### src/pcg_consts.svh
// Overview of operation
// - enable bit 7 set: signal input pin becomes a driven output.
// - enable bit 6 set: clock output function off, pin is general output.
// - enable bits 5 and 4 make interface-select pins 1 and 0 outputs.
// - enable bits 3..0 make scan pins TCK, TMS, TDI, TDO outputs.
// - with boundary scan active, enable bits 3..0 are ignored.
// - each output-value bit is the level driven on its pin; bit 7 signal input.
// - output-value bits follow the enable order; bit 0 drives TDO.
// - input-level register returns each pin's present input level.
// - config register at index 47h: bit 7 speed, low bits monitor select.
// - speed bit set puts the pads in fast switching mode.
// - monitor select picks hi-z, 0, 1 or an internal signal for monitor pin.
`ifndef PCG_CONSTS_SVH
`define PCG_CONSTS_SVH

`define PCG_IDX_OE 7'h44
`define PCG_IDX_VAL 7'h45
`define PCG_IDX_LVL 7'h46
`define PCG_IDX_CFG 7'h47

`define PCG_PIN_CLOCK_OUTPUT_PIN 6
`define PCG_PIN_TDO 0
`define PCG_SCAN_MASK 8'h0F

`define PCG_OE_RST 8'h00
`define PCG_VAL_RST 8'h00
`define PCG_CFG_RST 8'h00
`define PCG_CFG_WMASK 8'h8F
`define PCG_CFG_FAST 7

`define PCG_MON_LOW 4'h2
`define PCG_MON_HIGH 4'h3
`define PCG_MON_TXENV 4'h4
`define PCG_MON_TXACT 4'h5
`define PCG_MON_SER 4'h6
`define PCG_MON_RXENV 4'h7
`define PCG_MON_RXACT 4'h8
`define PCG_MON_RXBIT 4'h9

`define PCG_RESP_OKAY 2'h0
`define PCG_RESP_SLVERR 2'h2

`endif

### src/pcg_pkg.sv
package pcg_pkg;

  typedef struct packed {
    logic [7:0] oe;
    logic [7:0] out;
  } pcg_pad_t;

  typedef struct packed {
    logic tx_env;
    logic tx_act;
    logic serial;
    logic rx_env;
    logic rx_act;
    logic rx_bit;
  } pcg_mon_src_t;

  typedef enum logic [1:0] {
    PCG_WR_IDLE = 2'b01,
    PCG_WR_RESP = 2'b10
  } pcg_wr_state_t;

  typedef enum logic [1:0] {
    PCG_RD_IDLE = 2'b01,
    PCG_RD_DATA = 2'b10
  } pcg_rd_state_t;

endpackage : pcg_pkg

### src/pcg_top.sv
`timescale 1ns/1ps
`include "pcg_consts.svh"
module pcg_top #(
  parameter int ADDR_W = 12
) (
  input wire logic clk,
  input wire logic rst,
  input wire logic ce,
  input wire logic [ADDR_W-1:0] s_axi_awaddr,
  input wire logic s_axi_awvalid,
  output logic s_axi_awready,
  input wire logic [31:0] s_axi_wdata,
  input wire logic [3:0] s_axi_wstrb,
  input wire logic s_axi_wvalid,
  output logic s_axi_wready,
  output logic [1:0] s_axi_bresp,
  output logic s_axi_bvalid,
  input wire logic s_axi_bready,
  input wire logic [ADDR_W-1:0] s_axi_araddr,
  input wire logic s_axi_arvalid,
  output logic s_axi_arready,
  output logic [31:0] s_axi_rdata,
  output logic [1:0] s_axi_rresp,
  output logic s_axi_rvalid,
  input wire logic s_axi_rready,
  input wire logic [7:0] pad_in,
  output pcg_pkg::pcg_pad_t pad,
  input wire logic scan_active,
  input wire logic scan_tdo,
  input wire logic clk_out_src,
  input wire pcg_pkg::pcg_mon_src_t mon_src,
  output logic monitor_output_pin,
  output logic monitor_output_pin_oe,
  output logic fast_switching_mode
);
  import pcg_pkg::*;

  initial begin
    if (ADDR_W < 9 || ADDR_W > 32) $error("pcg_top: ADDR_W out of range");
  end

  // one-hot select of the four registers; byte address is four times index
  function automatic logic [3:0] reg_sel(input logic [ADDR_W-1:0] a);
    logic [ADDR_W-3:0] idx;
    idx = a[ADDR_W-1:2];
    reg_sel[0] = idx == (ADDR_W-2)'(`PCG_IDX_OE);
    reg_sel[1] = idx == (ADDR_W-2)'(`PCG_IDX_VAL);
    reg_sel[2] = idx == (ADDR_W-2)'(`PCG_IDX_LVL);
    reg_sel[3] = idx == (ADDR_W-2)'(`PCG_IDX_CFG);
  endfunction : reg_sel

  logic [7:0] pin_output_enable_r, pin_output_enable_nxt;
  logic [7:0] pin_output_value_r, pin_output_value_nxt;
  logic [7:0] signal_monitor_config_r, signal_monitor_config_nxt;
  logic [7:0] pin_input_level;
  logic [3:0] monitor_signal_select;

  pcg_pin_sync #(
    .W(8)
  ) u_sync (
    .clk(clk),
    .rst(rst),
    .ce(ce),
    .d(pad_in),
    .level(pin_input_level)
  );

  // write channel
  pcg_wr_state_t wr_r, wr_nxt;
  logic awready_r, awready_nxt, wready_r, wready_nxt;
  logic aw_got_r, aw_got_nxt, w_got_r, w_got_nxt;
  logic [ADDR_W-1:0] awaddr_r, awaddr_nxt;
  logic [31:0] wdata_r, wdata_nxt;
  logic [3:0] wstrb_r, wstrb_nxt;
  logic bvalid_r, bvalid_nxt;
  logic [1:0] bresp_r, bresp_nxt;
  logic wr_commit;

  always_comb begin
    logic aw_take;
    logic w_take;
    logic [ADDR_W-1:0] wa;
    logic [31:0] wd;
    logic [3:0] ws;
    logic [3:0] sel;
    aw_take = s_axi_awvalid && awready_r;
    w_take = s_axi_wvalid && wready_r;
    wa = aw_got_r ? awaddr_r : s_axi_awaddr;
    wd = w_got_r ? wdata_r : s_axi_wdata;
    ws = w_got_r ? wstrb_r : s_axi_wstrb;
    sel = reg_sel(wa);
    wr_nxt = wr_r;
    awready_nxt = awready_r;
    wready_nxt = wready_r;
    aw_got_nxt = aw_got_r;
    w_got_nxt = w_got_r;
    awaddr_nxt = aw_take ? s_axi_awaddr : awaddr_r;
    wdata_nxt = w_take ? s_axi_wdata : wdata_r;
    wstrb_nxt = w_take ? s_axi_wstrb : wstrb_r;
    bvalid_nxt = bvalid_r;
    bresp_nxt = bresp_r;
    wr_commit = 1'b0;
    pin_output_enable_nxt = pin_output_enable_r;
    pin_output_value_nxt = pin_output_value_r;
    signal_monitor_config_nxt = signal_monitor_config_r;
    unique case (wr_r)
      PCG_WR_IDLE: begin
        // address and data may arrive in either order
        if ((aw_got_r || aw_take) && (w_got_r || w_take)) begin
          wr_commit = 1'b1;
          wr_nxt = PCG_WR_RESP;
          awready_nxt = 1'b0;
          wready_nxt = 1'b0;
          aw_got_nxt = 1'b0;
          w_got_nxt = 1'b0;
          bvalid_nxt = 1'b1;
          bresp_nxt = (|sel) ? `PCG_RESP_OKAY : `PCG_RESP_SLVERR;
          // only byte lane 0 carries register bits
          if (ws[0]) begin
            if (sel[0]) pin_output_enable_nxt = wd[7:0];
            if (sel[1]) pin_output_value_nxt = wd[7:0];
            if (sel[3]) begin
              signal_monitor_config_nxt = wd[7:0] & `PCG_CFG_WMASK;
            end
          end
        end else begin
          aw_got_nxt = aw_got_r || aw_take;
          w_got_nxt = w_got_r || w_take;
          awready_nxt = !(aw_got_r || aw_take);
          wready_nxt = !(w_got_r || w_take);
        end
      end
      PCG_WR_RESP: begin
        if (s_axi_bready) begin
          wr_nxt = PCG_WR_IDLE;
          bvalid_nxt = 1'b0;
          awready_nxt = 1'b1;
          wready_nxt = 1'b1;
        end
      end
      default: begin
        wr_nxt = PCG_WR_IDLE;
        bvalid_nxt = 1'b0;
        awready_nxt = 1'b1;
        wready_nxt = 1'b1;
      end
    endcase
  end

  always_ff @(posedge clk) begin
    if (rst) begin
      wr_r <= PCG_WR_IDLE;
      awready_r <= 1'b1;
      wready_r <= 1'b1;
      aw_got_r <= 1'b0;
      w_got_r <= 1'b0;
      awaddr_r <= '0;
      wdata_r <= 32'h0;
      wstrb_r <= 4'h0;
      bvalid_r <= 1'b0;
      bresp_r <= `PCG_RESP_OKAY;
      pin_output_enable_r <= `PCG_OE_RST;
      pin_output_value_r <= `PCG_VAL_RST;
      signal_monitor_config_r <= `PCG_CFG_RST;
    end else if (ce) begin
      wr_r <= wr_nxt;
      awready_r <= awready_nxt;
      wready_r <= wready_nxt;
      aw_got_r <= aw_got_nxt;
      w_got_r <= w_got_nxt;
      awaddr_r <= awaddr_nxt;
      wdata_r <= wdata_nxt;
      wstrb_r <= wstrb_nxt;
      bvalid_r <= bvalid_nxt;
      bresp_r <= bresp_nxt;
      pin_output_enable_r <= pin_output_enable_nxt;
      pin_output_value_r <= pin_output_value_nxt;
      signal_monitor_config_r <= signal_monitor_config_nxt;
    end
  end

  // read channel
  pcg_rd_state_t rd_r, rd_nxt;
  logic arready_r, arready_nxt, rvalid_r, rvalid_nxt;
  logic [31:0] rdata_r, rdata_nxt;
  logic [1:0] rresp_r, rresp_nxt;

  always_comb begin
    logic [3:0] sel;
    logic [7:0] val;
    sel = reg_sel(s_axi_araddr);
    val = 8'h00;
    if (sel[0]) val = pin_output_enable_r;
    if (sel[1]) val = pin_output_value_r;
    if (sel[2]) val = pin_input_level;
    if (sel[3]) val = signal_monitor_config_r;
    rd_nxt = rd_r;
    arready_nxt = arready_r;
    rvalid_nxt = rvalid_r;
    rdata_nxt = rdata_r;
    rresp_nxt = rresp_r;
    unique case (rd_r)
      PCG_RD_IDLE: begin
        if (s_axi_arvalid && arready_r) begin
          rd_nxt = PCG_RD_DATA;
          arready_nxt = 1'b0;
          rvalid_nxt = 1'b1;
          rdata_nxt = {24'h0, val};
          rresp_nxt = (|sel) ? `PCG_RESP_OKAY : `PCG_RESP_SLVERR;
        end
      end
      PCG_RD_DATA: begin
        if (s_axi_rready) begin
          rd_nxt = PCG_RD_IDLE;
          arready_nxt = 1'b1;
          rvalid_nxt = 1'b0;
        end
      end
      default: begin
        rd_nxt = PCG_RD_IDLE;
        arready_nxt = 1'b1;
        rvalid_nxt = 1'b0;
      end
    endcase
  end

  always_ff @(posedge clk) begin
    if (rst) begin
      rd_r <= PCG_RD_IDLE;
      arready_r <= 1'b1;
      rvalid_r <= 1'b0;
      rdata_r <= 32'h0;
      rresp_r <= `PCG_RESP_OKAY;
    end else if (ce) begin
      rd_r <= rd_nxt;
      arready_r <= arready_nxt;
      rvalid_r <= rvalid_nxt;
      rdata_r <= rdata_nxt;
      rresp_r <= rresp_nxt;
    end
  end

  // pads, monitor pin and speed; all registered so pins never glitch
  pcg_pad_t pad_r, pad_nxt;
  logic mon_r, mon_nxt, mon_oe_r, mon_oe_nxt, fast_r, fast_nxt;

  assign monitor_signal_select = signal_monitor_config_r[3:0];

  always_comb begin
    logic [7:0] oe_eff;
    oe_eff = pin_output_enable_r;
    if (scan_active) oe_eff = oe_eff & ~`PCG_SCAN_MASK;
    pad_nxt.oe = oe_eff;
    pad_nxt.out = pin_output_value_r & oe_eff;
    // clock output pin keeps its clock unless taken over by software
    if (!oe_eff[`PCG_PIN_CLOCK_OUTPUT_PIN]) begin
      pad_nxt.oe[`PCG_PIN_CLOCK_OUTPUT_PIN] = 1'b1;
      pad_nxt.out[`PCG_PIN_CLOCK_OUTPUT_PIN] = clk_out_src;
    end
    // scan owns the scan pins; TDO is its only output among them
    if (scan_active) begin
      pad_nxt.oe[`PCG_PIN_TDO] = 1'b1;
      pad_nxt.out[`PCG_PIN_TDO] = scan_tdo;
    end
    fast_nxt = signal_monitor_config_r[`PCG_CFG_FAST];
    mon_oe_nxt = 1'b1;
    mon_nxt = 1'b0;
    // unlisted codes leave the pin undriven, the safest choice
    case (monitor_signal_select)
      `PCG_MON_LOW: mon_nxt = 1'b0;
      `PCG_MON_HIGH: mon_nxt = 1'b1;
      `PCG_MON_TXENV: mon_nxt = mon_src.tx_env;
      `PCG_MON_TXACT: mon_nxt = mon_src.tx_act;
      `PCG_MON_SER: mon_nxt = mon_src.serial;
      `PCG_MON_RXENV: mon_nxt = mon_src.rx_env;
      `PCG_MON_RXACT: mon_nxt = mon_src.rx_act;
      `PCG_MON_RXBIT: mon_nxt = mon_src.rx_bit;
      default: mon_oe_nxt = 1'b0;
    endcase
  end

  always_ff @(posedge clk) begin
    if (rst) begin
      pad_r <= '0;
      mon_r <= 1'b0;
      mon_oe_r <= 1'b0;
      fast_r <= 1'b0;
    end else if (ce) begin
      pad_r <= pad_nxt;
      mon_r <= mon_nxt;
      mon_oe_r <= mon_oe_nxt;
      fast_r <= fast_nxt;
    end
  end

  assign s_axi_awready = awready_r;
  assign s_axi_wready = wready_r;
  assign s_axi_bvalid = bvalid_r;
  assign s_axi_bresp = bresp_r;
  assign s_axi_arready = arready_r;
  assign s_axi_rvalid = rvalid_r;
  assign s_axi_rdata = rdata_r;
  assign s_axi_rresp = rresp_r;
  assign pad = pad_r;
  assign monitor_output_pin = mon_r;
  assign monitor_output_pin_oe = mon_oe_r;
  assign fast_switching_mode = fast_r;
endmodule : pcg_top

### src/pcg_pin_sync.sv
`timescale 1ns/1ps
module pcg_pin_sync #(
  parameter int W = 8
) (
  input wire logic clk,
  input wire logic rst,
  input wire logic ce,
  input wire logic [W-1:0] d,
  output logic [W-1:0] level
);
  import pcg_pkg::*;

  logic [W-1:0] s1_r, s2_r, s3_r, level_r;
  logic [W-1:0] level_nxt;

  initial begin
    if (W < 1) $error("pcg_pin_sync: W must be at least 1");
  end

  // a bit changes only once the second and third stages agree
  always_comb begin
    level_nxt = level_r;
    for (int i = 0; i < W; i++) begin
      if (s2_r[i] == s3_r[i]) level_nxt[i] = s3_r[i];
    end
  end

  always_ff @(posedge clk) begin
    if (rst) begin
      s1_r <= '0;
      s2_r <= '0;
      s3_r <= '0;
      level_r <= '0;
    end else if (ce) begin
      s1_r <= d;
      s2_r <= s1_r;
      s3_r <= s2_r;
      level_r <= level_nxt;
    end
  end

  assign level = level_r;
endmodule : pcg_pin_sync

### config.mk
export PLATFORM = sky130hd
export DESIGN_NAME = pcg_top
export DESIGN_NICKNAME = d
export VERILOG_FILES = /design/src/pcg_pkg.sv /design/src/pcg_top.sv /design/src/pcg_pin_sync.sv
export VERILOG_INCLUDE_DIRS = /design/src /design/src/src
export SDC_FILE = /design/constraint.sdc
export NUM_CORES = 1
export LEC_CHECK = 0
export BUFFER_PORTS_ARGS = -buffer_cell sky130_fd_sc_hd__buf_4
export CORE_MARGIN = 4
export CORE_UTILIZATION = 55
export DETAILED_ROUTE_END_ITERATION = 10
export GPL_ROUTABILITY_DRIVEN = 0
export PLACE_DENSITY = 0.92
export SLEW_MARGIN = 20
export SYNTH_ARGS = -nofsm -noshare
export SYNTH_HDL_FRONTEND = slang
export SYNTH_SLANG_ARGS = --single-unit
### constraint.sdc
create_clock -name clk -period 3.9 [get_ports clk]
set_input_delay 0.39 -clock clk [delete_from_list [all_inputs] [get_ports clk]]
set_output_delay 0.39 -clock clk [all_outputs]
set_load 0.005 [all_outputs]
== Word level (Yosys, flattened, before mapping) ==
Index checks and enable logic that the tools add are counted.
Storage, ports and cells
  flip-flop bits (word level): 116
  bits in latches: 0
  memory bits (writable): 0
  bits in read-only memories: 0
  bits of input ports: 85
  output and inout bits: 60
  logic and storage cells: 134
  memories kept: 0
Cells by class
  add/subtract/negate cells: 0
  multipliers: 0
  divide/modulo/power cells: 0
  $lt $le $gt $ge: 0
  equality and inequality tests: 32
  shift operators: 0
  mux-type cells: 37
  bitwise gates (word level): 1
  reduce and logical (&&, ||, !) cells: 30
Operator list (number)
  $eq 10x7->1 const B: 8
  $mux 8: 5
  $reduce_and 2->1: 12
  $eq 4x3->1 const B: 4
  $mux 1: 16
  $reduce_and 5->1: 3
  $mux 12: 1
  $mux 2: 6
  $reduce_and 3->1: 4
  $pmux 1 s2: 5
  $and 8x8->8: 1
  $eq 1x1->1: 8
  $eq 4x2->1 const B: 2
  $eq 4x4->1 const B: 2
  $ne 2x2->1 const B: 4
  $pmux 2 s2: 2
  $reduce_or 4->1: 2
  $reduce_or 8->1: 1
  $pmux 1 s7: 1
  $eq 2x1->1 const B: 2
  $eq 2x2->1 const B: 2
  $logic_and 1x1->1: 4
  $mux 4: 1
  $logic_not 1->1: 2
  $logic_or 1x1->1: 2

== Logic depth before layout (Yosys ltp) ==
  depth in word-level cells: 5
  gate-level depth with buffers: 6
  mapped depth without buffers: 4

== Hierarchy ==
Synthesis repeated with hierarchy kept, for this count alone.
Unflattened totals
  cell total of the unflattened synthesis: 538
  area, all modules: 5062.4 um^2
Modules (own cells, without submodules)
  pcg_top: times used 1, cells an instance 409, area an instance 3658.5 um^2, sequential area each 1541.5 um^2
  pcg_pin_sync: times used 1, cells an instance 129, area an instance 1403.8 um^2, sequential area each 640.6 um^2

== Worst setup path before layout ==
Ideal clock, no wire load.
  path kind: input -> register
  start point: input port s_axi_awaddr[10]
  end point: register pin_output_enable_r[0]
  setup time: 0.072 ns
  data arrival time: 1.849 ns
  data required time: 3.828 ns
  path slack: 1.979 ns
  cell stages on the path: 4
  buffers on the path: 0
  cells stage by stage: or3_1 > a2bb2o_4 > a2111oi_4 > mux2i_1
On the way
  word-level cells in the longest chain between the ends: 3
RTL lines
  start, declared: RTL line pcg_top.sv:9  | input wire logic [ADDR_W-1:0] s_axi_awaddr,
  $mux 12: RTL line pcg_top.sv:88  | wa = aw_got_r ? awaddr_r : s_axi_awaddr;
  $eq 10x7->1: RTL line pcg_top.sv:46  | reg_sel[0] = idx == (ADDR_W-2)'(`PCG_IDX_OE);
  $reduce_and 5->1 (no line)
  end signal, assigned: RTL line pcg_top.sv:162  | pin_output_enable_r <= `PCG_OE_RST;
  end signal, assigned: RTL line pcg_top.sv:176  | pin_output_enable_r <= pin_output_enable_nxt;
  end, declared: RTL line pcg_top.sv:52  | logic [7:0] pin_output_enable_r, pin_output_enable_nxt;
No other way between the ends.
A chain may end at the register's enable or synchronous reset.

== Worst setup path after layout ==
  start point: register aw_got_r
  end point: register pin_output_enable_r[0]
On the way
  word-level cells in the longest chain between the ends: 3
  elaborated cells on any way between the ends: 5
  those cells by class: 1 x eq/ne; 1 x mux; 3 x reduce/logical
RTL lines
  start, declared: RTL line pcg_top.sv:71  | logic aw_got_r, aw_got_nxt, w_got_r, w_got_nxt;
  start signal, assigned: RTL line pcg_top.sv:169  | aw_got_r <= aw_got_nxt;
  $mux 12 / $logic_or 1x1->1 (equally long branches): RTL line pcg_top.sv:88, pcg_top.sv:109
  $eq 10x7->1 / $logic_and 1x1->1 (equally long branches): RTL line pcg_top.sv:46, pcg_top.sv:109
  $reduce_and 5->1 (no line) *
Every way passes the cells marked *; elsewhere a longest branch is shown, timed or not.

==> summary.txt <==
Status
  – Run status: finished clean

Clock tree
  – CTS tree: done
  – Cts bufs inserted: 9
  – Root Buffer: clkbuf_8
  – CTS max path bufs: 2
  – Clock H-tree levels: 3
  – Clock slew at reported path FFs: roughly 100 ps
  – CTS sink count: 109
  – CTS resizes: 0
  – Cts hold-fix bufs: 0
  – Post-CTS Setup Inserts: 0
  – Clock latency on the worst-skew pair: roughly 360 ps

Floorplanning
  – Die X: 102 µm
  – Initial core utilization: 57.7%
  – Site row count: 33
  – Core box area: 0.00838 mm²
  – Die Y: 102 µm
  – Total Die Area: 0.0104 mm²
  – Io pins: 145

Setup path
  – CP required: 4190 ps
  – Worst setup EP type: register
  – Worst-path maximum fanout: 12
  – Crit path kind: register to register
  – CP Launch Type: register
  – Arrival time worst endpoint: 2710 ps

Logic synthesis
  – Yosys cell types: between 40 and 50
  – Top_reg_cell synth: dfxtp_1
  – Yosys top cell by area: dfxtp_1
  – Simple-gate share of the synthesized area: 20.6%
  – Synthesized instance count: 535
  – Top cell type's share of synthesized area: between 40% and 50%
  – Count leader, synth: dfxtp_1
  – Main combinational cell family by area after synthesis: simple AND/OR/NAND/NOR gates
  – Commonest cells post-synth: dfxtp_1 (109), mux2i_1 (63), nor2_1 (56)
  – Post-synthesis xor/xnor area fraction: 0%
  – Count of state elements after synthesis: roughly 110
  – Mapped Area: 0.00484 mm²
  – Post-synth EDFFs: 0
  – Avg Synthesized Cell Area: 9.04 µm²
  – Post-synthesis mux area share: 13.5%
  – Post-synthesis adder-cell area fraction: 0%
  – Synth warn: 0
  – Top cells by area, synth: dfxtp_1 (45%), mux2i_1 (13%), a21oi_1 (5.5%), nor2_1 (4.3%), buf_4 (4.2%)
  – Async SR Flop Fraction: 0%
  – Compound-cell area share of the yosys netlist: 13.9%
  – Part of the Yosys area used for sequential elements: 45.1%

Timing
  – Hold Vio Cnt, Final: 0
  – RSZ-0062 raised after global routing: false
  – Final TNS setup: 0 ps
  – Worst-margin pin slew: 1040 ps
  – Post-Route Skew: 8.29 ps
  – Final setup viols: 0
  – Headroom to the max-slew limit: a little under a third
  – Fin crit share: 62.1%
  – Fin crit period: 2420 ps
  – Slew Limit Fails: 0
  – FMAX: 413 MHz

Route
  – 1st-iter DRT viols: 290
  – Via Count: roughly 4,000
  – DR vias/cell: 5.62
  – Drc violations: 0
  – Drt wl/cell: roughly 16 µm
  – First-pass iteration count of the detailed router: 5
  – Routed wire length: 11,100 µm
  – ANT nets after route: 0

Global routing
  – Gr ovfl total: 0
  – Global-route wire length before repair: about 18,000 µm
  – Vias in the first global route: 3,823
  – Initial antenna violation count: 0
  – Largest net degree at the start of global routing: 118
  – GRT Overall Usage: a little over a fifth

Power and ir drop
  – Worst VDD drop: 0.231 mV
  – Leak: 0.00228 µW
  – Power Density: 358 mW/mm²

Layout
  – Layout Nets: 687
  – Proportion of layout cells with a drive suffix above 1: around 20%
  – Area grow syn2layout: 15.3%
  – Filler cells: ~660
  – Util after Layout: 66.5%
  – Diode count: 0

Placement
  – IO Port Bufs: 87
  – Final HPWL from detailed placement: 7910 µm

Hold path
  – Hold WC Path Type: input port to register

Flow run
  – Max Cap Violations: 0
## placed cells by master (no fill, tap or decap), types with 3 or more instances in the layout
cell type / n
nand3_1: 15
a211oi_1: 8
nor3_1: 6
buf_4: 88
nand3b_1: 5
a21oi_1: 53
mux2i_1: 63
nor2b_1: 4
conb_1: 26
a221oi_1: 3
o21bai_1: 3
clkbuf_8: 9
o2bb2ai_1: 8
clkinvlp_4: 3
or2_2: 8
nor2_1: 56
nand4_1: 5
nand2b_1: 23
and2_1: 8
nand2_1: 49
dfxtp_1: 109
and3_1: 4
o21ai_0: 19
## registers in the layout, summed over array words and instances (netlist names), 2 cells and up
register and cells:
pad 16, u_sync.s2_r 8, wdata_r 8, wr_r 2, u_sync.s1_r 8, s_axi_rdata 8, u_sync.level 8, rd_r 2
pin_output_enable_r 8, awaddr_r 10, u_sync.s3_r 8, signal_monitor_config_r 5, pin_output_value_r 8
## layout make-up
| class | instances | area [µm²] | area share [%] |
|---|---|---|---|
| sequential | 109 | 2180 | 39.1 |
| inverter | 2 | 7.51 | 0.135 |
| clock inverter | 6 | 48.8 | 0.875 |
| clock buffer | 9 | 124 | 2.22 |
| timing repair buffer | 88 | 661 | 11.8 |
| tap | 105 | 131 | 2.36 |
| multi-input combinational | 392 | 2420 | 43.4 |
## per-stage QoR
stage	total power [µW]	setup WS [ps]	hold WS (ps)	cell area, µm²	cells
after detailed placement	1410	1540	448	5400	696
after global routing	2080	1360	246	5580	711
after global placement	1400	1610	441	5400	696
after floorplan	1340	1980	432	4930	560
final	2000	1480	255	5580	711
after CTS	2000	1490	250	5580	711
## cells by family (layout without fill, tap and decap cells)
logic type,count (synthesis),count (layout)
compound gates,106,106
other cells,1,26
simple gates,196,196
buf+inv,59,105
flops,109,109
mux,64,64
## critical path: stages (launching register included)
cell and delay (ps):
dfxtp_1 610, or3b_4 470, a2bb2o_4 240, a2111oi_4 750, mux2i_1 280
## path summary, 6_finish.rpt
kind                    from                      to  slack (ps)  cells past startpoint
setup reg to reg    aw_got_r  pin_output_enable_r[0]        1480                      4
setup / recovery    aw_got_r  pin_output_enable_r[0]        1480                      4
hold reg to reg   wdata_r[7]              wdata_r[7]         460                      2
hold / removal     pad_in[0]          u_sync.s1_r[0]         250                      3
## power breakdown
part	switching, µW	internal, µW	total [µW]
combinational	115	104	219
sequential	24.8	1140	1170
clock	376	233	609
## routing by layer
layer | vias up | share of wire, % | track usage [%]
li1 | 1943 | - | -
met1 | 1849 | 41 | 26.2
met2 | 167 | 48 | 36.9
met3 | 35 | 7.4 | 3.93
met4 | 0 | 2.9 | 9.51
met5 | - | 0 | 0
(Power assumes the default switching activity.)
